## src/common/spdsf_pkg.sv

```systemverilog
// Package for the receiver status-flag block: register offsets, fields,
// reset values and output-pin selector codes.
// Assumes a byte-free register port with 8-bit data and 8-bit addresses.
package spdsf_pkg;
    localparam int         ADDR_W        = 8;
    localparam int         DATA_W        = 8;
    localparam int         BLOCK_FRAMES  = 192;
    localparam int         FCNT_W        = 8;
    localparam int         SEL_W         = 4;
    // Register offsets.
    localparam logic [7:0] OFS_INTSTAT   = 8'h2B;
    localparam logic [7:0] OFS_STATUS    = 8'h31;
    localparam logic [7:0] OFS_MASK      = 8'h2C;
    localparam logic [7:0] OFS_PINSEL    = 8'h2D;
    // Interrupt status and mask bit positions.
    localparam int         IB_LOCK       = 0;
    localparam int         IB_INVALID    = 1;
    localparam int         IB_CS_BLOCK_UPDATED       = 2;
    localparam int         IB_FRAME      = 3;
    localparam int         IB_NONAUD     = 4;
    localparam int         IB_COPY       = 5;
    localparam int         IB_PREEMPH    = 6;
    localparam int         IB_RATE       = 7;
    // Reset values.
    localparam logic [7:0] MASK_RST      = 8'h00;
    localparam logic [7:0] PINSEL_RST    = 8'h10;
    localparam logic [1:0] RATE_RST      = 2'h2;
    // Output-pin selector codes.
    typedef enum logic [3:0] {
        SEL_UNLOCK, SEL_INVALID, SEL_FRAME, SEL_NONAUD, SEL_COPY,
        SEL_PREEMPH, SEL_IRQ, SEL_VBIT, SEL_UBIT, SEL_CBIT, SEL_PBIT,
        SEL_SUBA, SEL_BLOCK, SEL_CS_BLOCK_UPDATED, SEL_TOP
    } spdsf_sel_t;
endpackage

```

## src/verilog/spdsf_top.sv

```systemverilog
// Receiver status flags: flags, channel-status block, interrupt, pins.
// Assumes a decoder upstream delivers one sub-frame per strobe, with
// its error bits, on the recovered stream clock.
// Function
// RULE1: Lock flag reads 1 when unlocked or no stream, 0 when locked.
// RULE2: Validity-error flag follows the validity bit: 1 invalid, 0 valid.
// RULE3: Frame-error flag rises on parity, bi-phase or sub-frame order errors.
// RULE4: Channel-status bit 1 is the non-PCM indicator.
// RULE5: Burst-sync flag is 1 while the compressed sync code is seen.
// RULE6: Channel-status bit 2 is an active-low copy flag.
// RULE7: Channel-status bit 3 is the pre-emphasis flag.
// RULE8: Rate code: 00 top class, 01 96k, 10 48k, 11 32k.
// RULE9: Validity bit of current sub-frame is selectable onto a pin.
// RULE10: Channel-status bit of current sub-frame is selectable onto a pin.
// RULE11: Parity bit of current sub-frame is selectable onto a pin.
// RULE12: Block-start is high for exactly frame 0 of each block.
// RULE13: Block-updated rises after a full block whose contents changed.
// RULE14: A pin-selectable bit is high for the top rate class.
// RULE15: Combined non-audio is burst-sync OR the non-PCM bit.
// RULE16: The active-low interrupt can be routed to a pin.
// RULE17: Validity, frame and block-updated interrupt on rising edge only.
// RULE18: Lock, non-audio, copy, pre-emphasis, rate interrupt on any change.
// RULE19: Interrupt holds until status read; stays if edge flags still high.
// RULE20: Masked flags skip interrupt and its status, still update status.
// RULE21: Each pin carries one flag chosen by its own selector; the 8-bit PINSEL write sets pins 0 and 1 only, higher pins stay on SEL_UNLOCK.
// RULE22: Channel-status flags change only from a clean full block.
//
// Local design decisions: the strobed register port and the address map.
`timescale 1ns/10ps
module spdsf_top #(
    parameter int NUM_PINS = 4
) (
    // Clock and reset
    input  wire logic                          clk_in,
    input  wire logic                          nrst_in,
    // Recovered stream
    input  wire logic                          locked_in,
    input  wire logic                          sub_stb_in,
    input  wire logic                          sub_a_in,
    input  wire logic                          preamble_z_in,
    input  wire logic                          vbit_in,
    input  wire logic                          ubit_in,
    input  wire logic                          cbit_in,
    input  wire logic                          pbit_in,
    input  wire logic                          parity_err_in,
    input  wire logic                          biphase_err_in,
    input  wire logic                          order_err_in,
    input  wire logic                          sync_code_in,
    input  wire logic [1:0]                    rate_in,
    // Register port
    input  wire logic [spdsf_pkg::ADDR_W-1:0]  addr_in,
    input  wire logic [spdsf_pkg::DATA_W-1:0]  wdata_in,
    input  wire logic                          wr_in,
    input  wire logic                          rd_in,
    output logic      [spdsf_pkg::DATA_W-1:0]  rdata_out,
    // Flags and pins
    output logic                               irq_n_out,
    output logic                               block_start_out,
    output logic      [NUM_PINS-1:0]           status_out_pin
);
    import spdsf_pkg::*;

    // Flag state.
    logic              unlock_q, unlock_d;
    logic              invalid_q, invalid_d;
    logic              rx_frame_error_q, rx_frame_error_d;
    logic              burst_q, burst_d;
    logic              cs_nonpcm_q, cs_nonpcm_d;
    logic              cs_copy_free_q, cs_copy_free_d;
    logic              cs_preemphasis_q, cs_preemphasis_d;
    logic [1:0]        rx_rate_code_q, rx_rate_code_d;
    logic              cs_block_updated_q, cs_block_updated_d;
    logic              vbit_q, vbit_d, ubit_q, ubit_d;
    logic              cbit_q, cbit_d, pbit_q, pbit_d, suba_q, suba_d;
    // Block state.
    logic [FCNT_W-1:0] frame_q, frame_d;
    logic              block_start_q, block_start_d;
    logic [3:0]        cs_acc_q, cs_acc_d;
    logic              blk_err_q, blk_err_d;
    // Registers and interrupt.
    logic [7:0]        intstat_q, intstat_d;
    logic [7:0]        mask_q, mask_d;
    logic [SEL_W*NUM_PINS-1:0] pinsel_q, pinsel_d;
    logic [DATA_W-1:0] rdata_q, rdata_d;
    logic              irq_n_q, irq_n_d;
    logic [7:0]        event_w;
    logic              nonaudio_w;
    logic              sub_err_w;
    logic              block_end_w;
    logic [15:0]       flags_w;

    assign nonaudio_w  = burst_q | cs_nonpcm_q; // RULE15
    assign sub_err_w   = parity_err_in | biphase_err_in | order_err_in;
    assign block_end_w = sub_stb_in && !sub_a_in &&
                         (frame_q == FCNT_W'(BLOCK_FRAMES - 1));

    // Flags and channel-status block.
    always_comb begin
        unlock_d           = !locked_in; // RULE1
        invalid_d          = invalid_q;
        rx_frame_error_d   = rx_frame_error_q;
        burst_d            = burst_q;
        cs_nonpcm_d        = cs_nonpcm_q;
        cs_copy_free_d     = cs_copy_free_q;
        cs_preemphasis_d   = cs_preemphasis_q;
        rx_rate_code_d     = locked_in ? rate_in : rx_rate_code_q; // RULE8
        cs_block_updated_d = 1'b0;
        vbit_d             = vbit_q;
        ubit_d             = ubit_q;
        cbit_d             = cbit_q;
        pbit_d             = pbit_q;
        suba_d             = suba_q;
        frame_d            = frame_q;
        block_start_d      = block_start_q;
        cs_acc_d           = cs_acc_q;
        blk_err_d          = blk_err_q;
        if (!locked_in) begin
            blk_err_d = 1'b1; // RULE22
        end else if (sub_stb_in) begin
            invalid_d        = vbit_in; // RULE2
            rx_frame_error_d = sub_err_w; // RULE3
            burst_d          = sync_code_in; // RULE5
            vbit_d = vbit_in; // RULE9
            ubit_d = ubit_in;
            cbit_d = cbit_in; // RULE10
            pbit_d = pbit_in; // RULE11
            suba_d = sub_a_in;
            if (sub_err_w) begin
                blk_err_d = 1'b1;
            end
            if (sub_a_in) begin
                if (preamble_z_in) begin
                    frame_d       = '0;
                    block_start_d = 1'b1; // RULE12
                    cs_acc_d      = '0;
                    blk_err_d     = sub_err_w;
                end else begin
                    frame_d       = frame_q + FCNT_W'(1);
                    block_start_d = 1'b0;
                end
                if (preamble_z_in || frame_q < FCNT_W'(3)) begin
                    if (frame_d < FCNT_W'(4)) begin
                        cs_acc_d[frame_d[1:0]] = cbit_in;
                    end
                end
            end
            if (block_end_w && !blk_err_d) begin
                cs_nonpcm_d      = cs_acc_q[1]; // RULE4 RULE22
                cs_copy_free_d   = cs_acc_q[2]; // RULE6
                cs_preemphasis_d = cs_acc_q[3]; // RULE7
                cs_block_updated_d = (cs_acc_q[3:1] != {cs_preemphasis_q,
                    cs_copy_free_q, cs_nonpcm_q}); // RULE13
            end
        end
    end

    always_ff @(posedge clk_in) begin
        if (!nrst_in) begin
            unlock_q           <= 1'b1;
            invalid_q          <= 1'b0;
            rx_frame_error_q   <= 1'b0;
            burst_q            <= 1'b0;
            cs_nonpcm_q        <= 1'b0;
            cs_copy_free_q     <= 1'b1;
            cs_preemphasis_q   <= 1'b0;
            rx_rate_code_q     <= RATE_RST;
            cs_block_updated_q <= 1'b0;
            vbit_q             <= 1'b0;
            ubit_q             <= 1'b0;
            cbit_q             <= 1'b0;
            pbit_q             <= 1'b0;
            suba_q             <= 1'b0;
            frame_q            <= '0;
            block_start_q      <= 1'b0;
            cs_acc_q           <= '0;
            // A partial block before the first Z preamble after reset is never trusted as complete.
            blk_err_q          <= 1'b1;
        end else begin
            unlock_q           <= unlock_d;
            invalid_q          <= invalid_d;
            rx_frame_error_q   <= rx_frame_error_d;
            burst_q            <= burst_d;
            cs_nonpcm_q        <= cs_nonpcm_d;
            cs_copy_free_q     <= cs_copy_free_d;
            cs_preemphasis_q   <= cs_preemphasis_d;
            rx_rate_code_q     <= rx_rate_code_d;
            cs_block_updated_q <= cs_block_updated_d;
            vbit_q             <= vbit_d;
            ubit_q             <= ubit_d;
            cbit_q             <= cbit_d;
            pbit_q             <= pbit_d;
            suba_q             <= suba_d;
            frame_q            <= frame_d;
            block_start_q      <= block_start_d;
            cs_acc_q           <= cs_acc_d;
            blk_err_q          <= blk_err_d;
        end
    end

    // Events compare next flag values to current ones.
    always_comb begin
        event_w             = '0;
        event_w[IB_LOCK]    = unlock_d != unlock_q; // RULE18
        event_w[IB_INVALID] = invalid_d && !invalid_q; // RULE17
        event_w[IB_CS_BLOCK_UPDATED]    = cs_block_updated_d && !cs_block_updated_q;
        event_w[IB_FRAME]   = rx_frame_error_d && !rx_frame_error_q;
        event_w[IB_NONAUD]  = (burst_d | cs_nonpcm_d) != nonaudio_w;
        event_w[IB_COPY]    = cs_copy_free_d != cs_copy_free_q;
        event_w[IB_PREEMPH] = cs_preemphasis_d != cs_preemphasis_q;
        event_w[IB_RATE]    = rx_rate_code_d != rx_rate_code_q;
    end

    // Register port and interrupt.
    always_comb begin
        intstat_d = intstat_q;
        mask_d    = mask_q;
        pinsel_d  = pinsel_q;
        rdata_d   = '0;
        if (rd_in) begin
            case (addr_in)
                OFS_INTSTAT: begin
                    rdata_d   = intstat_q;
                    intstat_d = '0; // RULE19
                end
                OFS_STATUS:  rdata_d = {1'b0, unlock_q, rx_rate_code_q,
                    cs_preemphasis_q, cs_copy_free_q, burst_q, cs_nonpcm_q};
                OFS_MASK:    rdata_d = mask_q;
                OFS_PINSEL:  rdata_d = DATA_W'(pinsel_q);
                default:     rdata_d = '0;
            endcase
        end
        if (wr_in) begin
            case (addr_in)
                OFS_MASK:   mask_d   = wdata_in;
                OFS_PINSEL: pinsel_d = (SEL_W*NUM_PINS)'(wdata_in);
                default:    ;
            endcase
        end
        // Set wins over the read-clear; edge flags still high re-set.
        intstat_d = intstat_d | (event_w & ~mask_q); // RULE20
        if (rd_in && addr_in == OFS_INTSTAT) begin
            intstat_d[IB_INVALID] = intstat_d[IB_INVALID] |
                (invalid_q & ~mask_q[IB_INVALID]); // RULE19
            intstat_d[IB_FRAME] = intstat_d[IB_FRAME] |
                (rx_frame_error_q & ~mask_q[IB_FRAME]);
            intstat_d[IB_CS_BLOCK_UPDATED] = intstat_d[IB_CS_BLOCK_UPDATED] |
                (cs_block_updated_q & ~mask_q[IB_CS_BLOCK_UPDATED]);
        end
        irq_n_d = ~|intstat_d;
    end

    always_ff @(posedge clk_in) begin
        if (!nrst_in) begin
            intstat_q <= '0;
            mask_q    <= MASK_RST;
            pinsel_q  <= (SEL_W*NUM_PINS)'(PINSEL_RST);
            rdata_q   <= '0;
            irq_n_q   <= 1'b1;
        end else begin
            intstat_q <= intstat_d;
            mask_q    <= mask_d;
            pinsel_q  <= pinsel_d;
            rdata_q   <= rdata_d;
            irq_n_q   <= irq_n_d;
        end
    end

    // Flag vector for the pins, indexed by selector code.
    always_comb begin
        flags_w              = '0;
        flags_w[SEL_UNLOCK]  = unlock_q;
        flags_w[SEL_INVALID] = invalid_q;
        flags_w[SEL_FRAME]   = rx_frame_error_q;
        flags_w[SEL_NONAUD]  = nonaudio_w;
        flags_w[SEL_COPY]    = cs_copy_free_q;
        flags_w[SEL_PREEMPH] = cs_preemphasis_q;
        flags_w[SEL_IRQ]     = irq_n_q; // RULE16
        flags_w[SEL_VBIT]    = vbit_q;
        flags_w[SEL_UBIT]    = ubit_q;
        flags_w[SEL_CBIT]    = cbit_q;
        flags_w[SEL_PBIT]    = pbit_q;
        flags_w[SEL_SUBA]    = suba_q;
        flags_w[SEL_BLOCK]   = block_start_q;
        flags_w[SEL_CS_BLOCK_UPDATED]    = cs_block_updated_q;
        flags_w[SEL_TOP]     = rx_rate_code_q == 2'h0; // RULE14
    end

    // One selector per pin; the pin register sits in the mux.
    for (genvar i = 0; i < NUM_PINS; i++) begin : g_pin
        spdsf_pin_mux u_mux (
            .clk_in  (clk_in),
            .nrst_in (nrst_in),
            .sel_in  (pinsel_q[i*SEL_W +: SEL_W]),
            .flags_in(flags_w),
            .pin_out (status_out_pin[i])
        );
    end

    assign rdata_out       = rdata_q;
    assign irq_n_out       = irq_n_q;
    assign block_start_out = block_start_q;

    unlock_track_a: assert property (@(posedge clk_in) disable iff (!nrst_in)
        1 |=> unlock_q == !$past(locked_in)) else $error("lock flag"); // RULE1
    irq_follow_a: assert property (@(posedge clk_in) disable iff (!nrst_in)
        (event_w[IB_INVALID] && !mask_q[IB_INVALID]) |=> !irq_n_out)
        else $error("irq missing"); // RULE17
    mask_block_a: assert property (@(posedge clk_in) disable iff (!nrst_in)
        (mask_q == 8'hFF && intstat_q == 8'h00 && !wr_in) |=>
        intstat_q == 8'h00) else $error("masked set"); // RULE20
    rate_change_a: assert property (@(posedge clk_in) disable iff (!nrst_in)
        (!mask_q[IB_RATE] && rx_rate_code_q != $past(rx_rate_code_q)) |->
        intstat_q[IB_RATE]) else $error("rate irq"); // RULE18
    blk_start_a: assert property (@(posedge clk_in) disable iff (!nrst_in)
        block_start_q |-> frame_q == '0) else $error("block start"); // RULE12
    hold_unlock_a: assert property (@(posedge clk_in) disable iff (!nrst_in)
        !locked_in |=> $stable(cs_copy_free_q))
        else $error("cs changed unlocked"); // RULE22
    upd_pulse_a: assert property (@(posedge clk_in) disable iff (!nrst_in)
        cs_block_updated_q |-> $past(block_end_w)) else $error("update"); // RULE13
    irq_hold_a: assert property (@(posedge clk_in) disable iff (!nrst_in)
        (!irq_n_q && !rd_in) |=> !irq_n_q) else $error("irq dropped"); // RULE19
endmodule

```

## src/verilog/spdsf_pin_mux.sv

```systemverilog
// One general-purpose status pin: registered selection of one flag.
// Assumes the flag vector is indexed by the selector codes of the package.
`timescale 1ns/10ps
module spdsf_pin_mux (
    // Clock and reset
    input  wire logic                      clk_in,
    input  wire logic                      nrst_in,
    // Selection
    input  wire logic [spdsf_pkg::SEL_W-1:0] sel_in,
    input  wire logic [15:0]               flags_in,
    // Pin
    output logic                           pin_out
);
    import spdsf_pkg::*;
    logic pin_d;
    logic pin_q;

    always_comb begin
        pin_d = flags_in[sel_in]; // RULE21
    end

    always_ff @(posedge clk_in) begin
        if (!nrst_in) begin
            pin_q <= 1'b0;
        end else begin
            pin_q <= pin_d;
        end
    end

    assign pin_out = pin_q;
endmodule

```

## config.mk

```make
export PLATFORM = sky130hd
export DESIGN_NAME = spdsf_top
export DESIGN_NICKNAME = d
export VERILOG_FILES = /design/src/common/spdsf_pkg.sv /design/src/verilog/spdsf_top.sv /design/src/verilog/spdsf_pin_mux.sv
export SDC_FILE = /design/constraint.sdc
export NUM_CORES = 1
export LEC_CHECK = 0
export ABC_CLOCK_PERIOD_IN_PS = 2800
export BUFFER_PORTS_ARGS = -buffer_cell sky130_fd_sc_hd__buf_2
export CAP_MARGIN = 20
export CORE_UTILIZATION = 57
export DETAILED_ROUTE_END_ITERATION = 16
export PLACE_DENSITY = 0.88
export SYNTH_ARGS = -nofsm -noshare
export SYNTH_HDL_FRONTEND = slang
export SYNTH_SLANG_ARGS = --single-unit
```

## constraint.sdc

```tcl
create_clock -name clk_in -period 2.8 [get_ports clk_in]
set_input_delay 0.7 -clock clk_in [delete_from_list [all_inputs] [get_ports clk_in]]
set_output_delay 0.7 -clock clk_in [all_outputs]
set_load 0.05 [all_outputs]
```

* Yosys cells after proc, flatten, opt, wreduce, memory -nomap -nowiden
Index checks and enable logic that the tools add are counted.
** Operators by class
- $add $sub $neg :: 1
- $lt $le $gt $ge :: 6
- Multiplexer cells :: 46
- Reductions and logical operators :: 24
- Equality and inequality tests :: 11
- Bitwise operators :: 16
** Operators with widths (number)
- 8-bit 2-to-1 mux :: 6
- 8-bit by 6-bit == test with 1-bit output, second input constant :: 4
- 8-bit case mux with 4 select lines :: 1
- 1-bit 2-to-1 mux :: 27
- 4-bit 2-to-1 mux :: 6
- 4-bit by 5-bit < comparator with 1-bit output, second input constant :: 2
- 2-bit AND reduction :: 5
- 8-bit by 1-bit adder with 8-bit output, second input constant :: 1
- 8-bit bitwise AND :: 1
- 1-bit binary-select mux with 4-bit select :: 2
- 8-bit == test, second input constant :: 1
- 1-bit logical AND :: 8
- 8-bit by 2-bit < comparator with 1-bit output, second input constant :: 1
- 8-bit by 3-bit < comparator with 1-bit output, second input constant :: 1
- 8-bit inverter :: 1
- 8-bit OR :: 1
- 8-bit OR reduction :: 1
- 1-bit zero test :: 7
- 1-bit OR :: 7
- 4-bit bitwise mux :: 1
- 1-bit != test :: 4
- 1-bit bitwise AND :: 3
- 2-bit by 3-bit < comparator with 1-bit output, second input constant :: 1
- 3-bit 2-to-1 mux :: 1
- 9 further kinds :: 11
** Word-level totals
- Word-level logic and storage cells :: 130
- Bits of input ports :: 34
- Flip-flop bits (word level) :: 65
- Output and inout port bits :: 14

* Logic depth before layout (Yosys ltp)
- Word-level depth :: 20
- Gate-level depth with buffers :: 8
- Gate-level depth less buffers :: 7

* Hierarchy
A second synthesis with hierarchy kept.
** Unflattened totals
- Cells, all modules :: 404
- Area, all modules :: 3472.1 µm²
** By module, submodules not included
- spdsf_top :: cells an instance 332, sequential area each 1221.2 µm², area an instance 2766.4 µm², instances 1
- spdsf_pin_mux :: cells an instance 18, sequential area each 20.0 µm², area an instance 176.4 µm², instances 4

* Worst setup path after synthesis
No wires, ideal clock.
- Kind :: input to register
- Start :: input port biphase_err_in
- End :: register irq_n_q (netlist: irq_n_out)
- Stages :: 6
- Arrival :: 2.408 ns
- Setup time :: 0.086 ns
- Path buffers :: 0
- Path slack :: 0.306 ns
- Required time :: 2.714 ns
- Cell sequence :: or4_1 -> nor4_4 -> mux2i_1 -> nand2_1 -> xor2_1 -> a221oi_2
** On the way
- Word-level cells in the longest chain between the ends :: 19
- Elaborated cells on any way between the ends :: 36
- Those cells by class :: eq/ne (3); mux (20); bitwise (7); reduce/logical (6)
** RTL lines
- start, declared :: line spdsf_top.sv:46 : input wire logic biphase_err_in,
- 1-bit OR (*) (2 in a row) :: line spdsf_top.sv:93 : assign sub_err_w = parity_err_in | biphase_err_in | order_err_in;
- 1-bit 2-to-1 mux :: line spdsf_top.sv:128 : if (sub_err_w) begin
- 1-bit 2-to-1 mux :: line spdsf_top.sv:132 : if (preamble_z_in) begin
- 1-bit 2-to-1 mux :: line spdsf_top.sv:131 : if (sub_a_in) begin
- 1-bit 2-to-1 mux :: line spdsf_top.sv:119 : end else if (sub_stb_in) begin
- 1-bit 2-to-1 mux :: line spdsf_top.sv:117 : if (!locked_in) begin
- 1-bit zero test :: line spdsf_top.sv:147 : if (block_end_w && !blk_err_d) begin
- 1-bit logical AND :: line spdsf_top.sv:147
- (+2 left out)
- 1-bit 2-to-1 mux :: line spdsf_top.sv:117
- 1-bit logical AND :: line spdsf_top.sv:205 : event_w[IB_CS_BLOCK_UPDATED] = cs_block_updated_d && !cs_block_updated_q;
- 8-bit bitwise AND (*) :: line spdsf_top.sv:240 : intstat_d = intstat_d | (event_w & ~mask_q);
- 8-bit OR (*) :: line spdsf_top.sv:240
- 1-bit OR :: line spdsf_top.sv:246 : intstat_d[IB_CS_BLOCK_UPDATED] = intstat_d[IB_CS_BLOCK_UPDATED] |
- 3-bit 2-to-1 mux :: line spdsf_top.sv:241 : if (rd_in && addr_in == OFS_INTSTAT) begin
- 8-bit OR reduction (*) :: line spdsf_top.sv:249 : irq_n_d = ~|intstat_d;
- 1-bit zero test (*) :: line spdsf_top.sv:249
- end signal, assigned :: line spdsf_top.sv:264 : irq_n_q <= irq_n_d;
- end, declared :: line spdsf_top.sv:85 : logic irq_n_q, irq_n_d;
Mark *: on every way between the ends. The rest lies on a longest branch, timed or not. The select of a mux whose other input is x is not followed.
A chain may end at the register's enable or synchronous reset.

* Final worst setup path
- Start :: register frame_q[0]
- End :: register cs_acc_q[1]
** On the way
- Word-level cells in the longest chain between the ends :: 12
- Elaborated cells on any way between the ends :: 16
- Those cells by class :: add/sub (1); order compare (4); mux (9); reduce/logical (2)
** RTL lines
- start, declared :: line spdsf_top.sv:76 : logic [FCNT_W-1:0] frame_q, frame_d;
- start signal, assigned :: line spdsf_top.sv:193 : frame_q <= frame_d;
- 8-bit by 1-bit adder with 8-bit output :: line spdsf_top.sv:138 : frame_d = frame_q + FCNT_W'(1);
- 8-bit 2-to-1 mux :: line spdsf_top.sv:132
- 8-bit 2-to-1 mux :: line spdsf_top.sv:131
- 8-bit 2-to-1 mux :: line spdsf_top.sv:119
- 8-bit 2-to-1 mux :: line spdsf_top.sv:117
- 2-bit by 3-bit < comparator with 1-bit output (not written as such) or 2-bit by 1-bit greater-or-equal comparator with 1-bit output (tied branches) :: line spdsf_top.sv:143 : cs_acc_d[frame_d[1:0]] = cbit_in;
- 1-bit logical AND (not written as such) :: line spdsf_top.sv:143
- 1-bit 2-to-1 mux (not written as such) :: line spdsf_top.sv:143
- 1-bit demux with 2-bit select :: line spdsf_top.sv:143
- 4-bit bitwise mux :: line spdsf_top.sv:143
- 4-bit 2-to-1 mux :: line spdsf_top.sv:142 : if (frame_d < FCNT_W'(4)) begin
- 4-bit 2-to-1 mux (*) :: line spdsf_top.sv:141 : if (preamble_z_in || frame_q < FCNT_W'(3)) begin
- end signal, assigned :: line spdsf_top.sv:195 : cs_acc_q <= cs_acc_d;
- end, declared :: line spdsf_top.sv:78 : logic [3:0] cs_acc_q, cs_acc_d;
Marks and branches as above.

==> flow_metrics.tcl <==
set metrics [dict create \
    cp_slowest_stage_delay_ns 0.57 \
    yosysSeqAreaShare 0.401 \
    hold_slack_ns 0.479 \
    grt_pass1_vias 2778 \
    cts-root-buf "clkbuf_8" \
    maxCapViolCount 0 \
    crit_slowest_cell "or4b_1" \
    hpwl_um 5640 \
    synth_cells 354 \
    relSlewSlack 0.626 \
    worstPathMaxFanout 9 \
    cts_made_buffers 9 \
    wl_per_cell_um 17.2 \
    grt-ovfl-total 0 \
    start_kind "register" \
    p_per_area_nw_per_um2 523 \
    slew_violations 0 \
    drive_above_1_share 0.248 \
    ys_ff_latch 64 \
    fin_cells 465 \
    worst_slew_pin_slew_ns 0.559 \
    synth.avg_cell_area_um2 9.03 \
    die_width_um 76.9 \
    insertion_delay_ns 0.35 \
    ant_nets 0 \
    grt_first_pass_wirelength_um 13500 \
    ys_warn_count 0 \
    criticalPathCategory "register to register" \
    crit_family "simple AND/OR/NAND/NOR gates" \
    die_y_um 76.9 \
    critPathBufInv 0 \
    outcome "completed" \
    coreArea_um2 5240 \
    cts_resized 0 \
    start_util 0.610 \
    grt_max_degree 40 \
    syn_nets 389 \
    vias_per_cell 6.31 \
    ios 48 \
    fmax_ghz 0.417 \
    htree_levels 3 \
    rsz0062_at_grt "no" \
    synth_cell_types 57 \
    synth-main-ff-cell "dfxtp_1" \
    drcViolationCount 0 \
    dr_total_vias 2935 \
    cp.arrival_ns 2.69 \
    num_rows 26 \
    netlist_area_um2 3200 \
    cts_tree "done" \
    synthArstFlopShare 0 \
    post_cts_buffers 0 \
    gp_congestion 0.886 \
    skew_ns 0.00926 \
    drt_first_pass_iters 7 \
    setup_viol 0 \
    cts_hold_buf 0 \
    placedCellCount 449 \
    post-route-min-period_ns 2.40 \
    critPathCaptureType "register" \
    n_antenna_cell 0 \
    hold_viol_final 0 \
    cts.path.max_buffers 2 \
    p_leak_nw 1.37 \
    cts_sinks 64 \
    cp.required_ns 3.09 \
    hold_path_class "register to register" \
    antenna_found_initial 0 \
    wirelength_um 8020 \
    synth_edf_count 0 \
    layout-area-overhead-vs-synth_pct 13.9 \
    path_cells "ha_1, nor4_1, nor4b_1, o21ai_0, or4b_1, mux2i_1, a31o_2" \
    grt_use_total 0.297 \
    drt_iter0_markers 319 \
    post-route-period-util 0.857 \
    dieArea_um2 5910 \
    io_buffers 47 \
    nNetsFinal 425 \
    setup_tns_ns 0 \
    clk_pin_slew_ns 0.07 \
    ir_worst_vdd_mv 0.315 \
]
per-stage QoR:
stage                     utilization  worst slack (ns)  total power (W)  cell area, um^2
final                           0.695             0.399          0.00190             3640
after global routing            0.695            0.0987          0.00198             3640
after CTS                       0.695             0.382          0.00190             3640
after detailed placement        0.658             0.133          0.00113             3440
after global placement          0.658             0.175          0.00112             3440
after floorplan                     -             0.306          0.00108             3200
routing by layer:
metal	routed length, um	up-vias	GRT usage
li1	-	1368	-
met1	3360	1377	0.380
met2	3760	167	0.456
met3	664	23	0.0810
met4	237	0	0.156
met5	0	-	0
final cells by class:
cell class	count	area [um^2]
sequential	64	1280
tap	70	87.6
inverter	3	11.3
timing repair buffer	55	295
fill	400	1600
clock buffer	10	138
clock inverter	6	58.8
multi-input combinational	257	1770
Yosys cell counts, types with 5 or more instances:
cell / number / area share
dfxtp_1: 64 / 0.40
nor2_1: 28 / 0.033
buf_4: 5 / 0.012
a222oi_1: 8 / 0.025
nand3b_1: 8 / 0.019
mux2i_1: 20 / 0.063
nor3_1: 5 / 0.0078
mux4_2: 8 / 0.056
nand2_1: 44 / 0.052
clkbuf_1: 20 / 0.023
nand3_1: 18 / 0.028
o21ai_0: 11 / 0.017
and2_1: 7 / 0.014
xnor2_1: 6 / 0.016
a21oi_1: 31 / 0.049
sequential cells by signal (all words and copies together) (netlist names), 2 cells and up:
signal,count
cs_acc_q,3
mask_q,8
rx_rate_code_q,2
pinsel_q,8
frame_q,8
intstat_q,8
rdata_out,8
g_pin.u_mux.pin_out,3
layout by cell type (no fill, tap or decap), drive strengths merged, types with 2 or more instances in the layout:
cell and n:
dfxtp 64, buf 55, nand2 44, a21oi 31
nor2 28, mux2i 20, nand3 19, o21ai 11
clkbuf 10, nand3b 8, a222oi 8, mux4 8
and2 8, xnor2 6, nor4 6, nor3 5
or4 5, a31o 5, clkinv 5, and3 4
or4b 4, inv 3, a31oi 3, nand4b 3
or3 3, a22oi 3, nor4b 2, nor2b 2
and4bb 2, a21o 2, xor2 2, mux2 2
where the power goes:
part           internal (W)  switching, W  leakage (nW)
Sequential         0.000932     0.0000201         0.520
Clock              0.000430      0.000360         0.106
Combinational     0.0000648     0.0000963         0.748
path summary, 6_finish.rpt:
check                                 from          end  slack (ns)  cells past startpoint
worst min-delay path                pbit_q       pbit_q        0.48                      2
worst max-delay path            frame_q[0]  cs_acc_q[1]        0.40                      7
worst min register to register      pbit_q       pbit_q        0.48                      2
worst max register to register  frame_q[0]  cs_acc_q[1]        0.40                      7
cells by family after synthesis:
| kind of cell | count (synthesis) | share of synthesized area |
|---|---|---|
| compound gates | 71 | 0.146 |
| xor+xnor | 8 | 0.0219 |
| fa+ha+maj | 1 | 0.00391 |
| buf+inv | 33 | 0.0478 |
| flops | 64 | 0.401 |
| mux | 30 | 0.126 |
| simple gates | 147 | 0.253 |
worst reg2reg max path, cell delays in order, from the launching register on:
cell and delay (ns):
dfxtp_1 0.39, ha_1 0.34, nor4_1 0.26, nor4b_1 0.27, o21ai_0 0.22, or4b_1 0.57
mux2i_1 0.18, a31o_2 0.12
No activity file was read; power rests on OpenSTA's default activity.
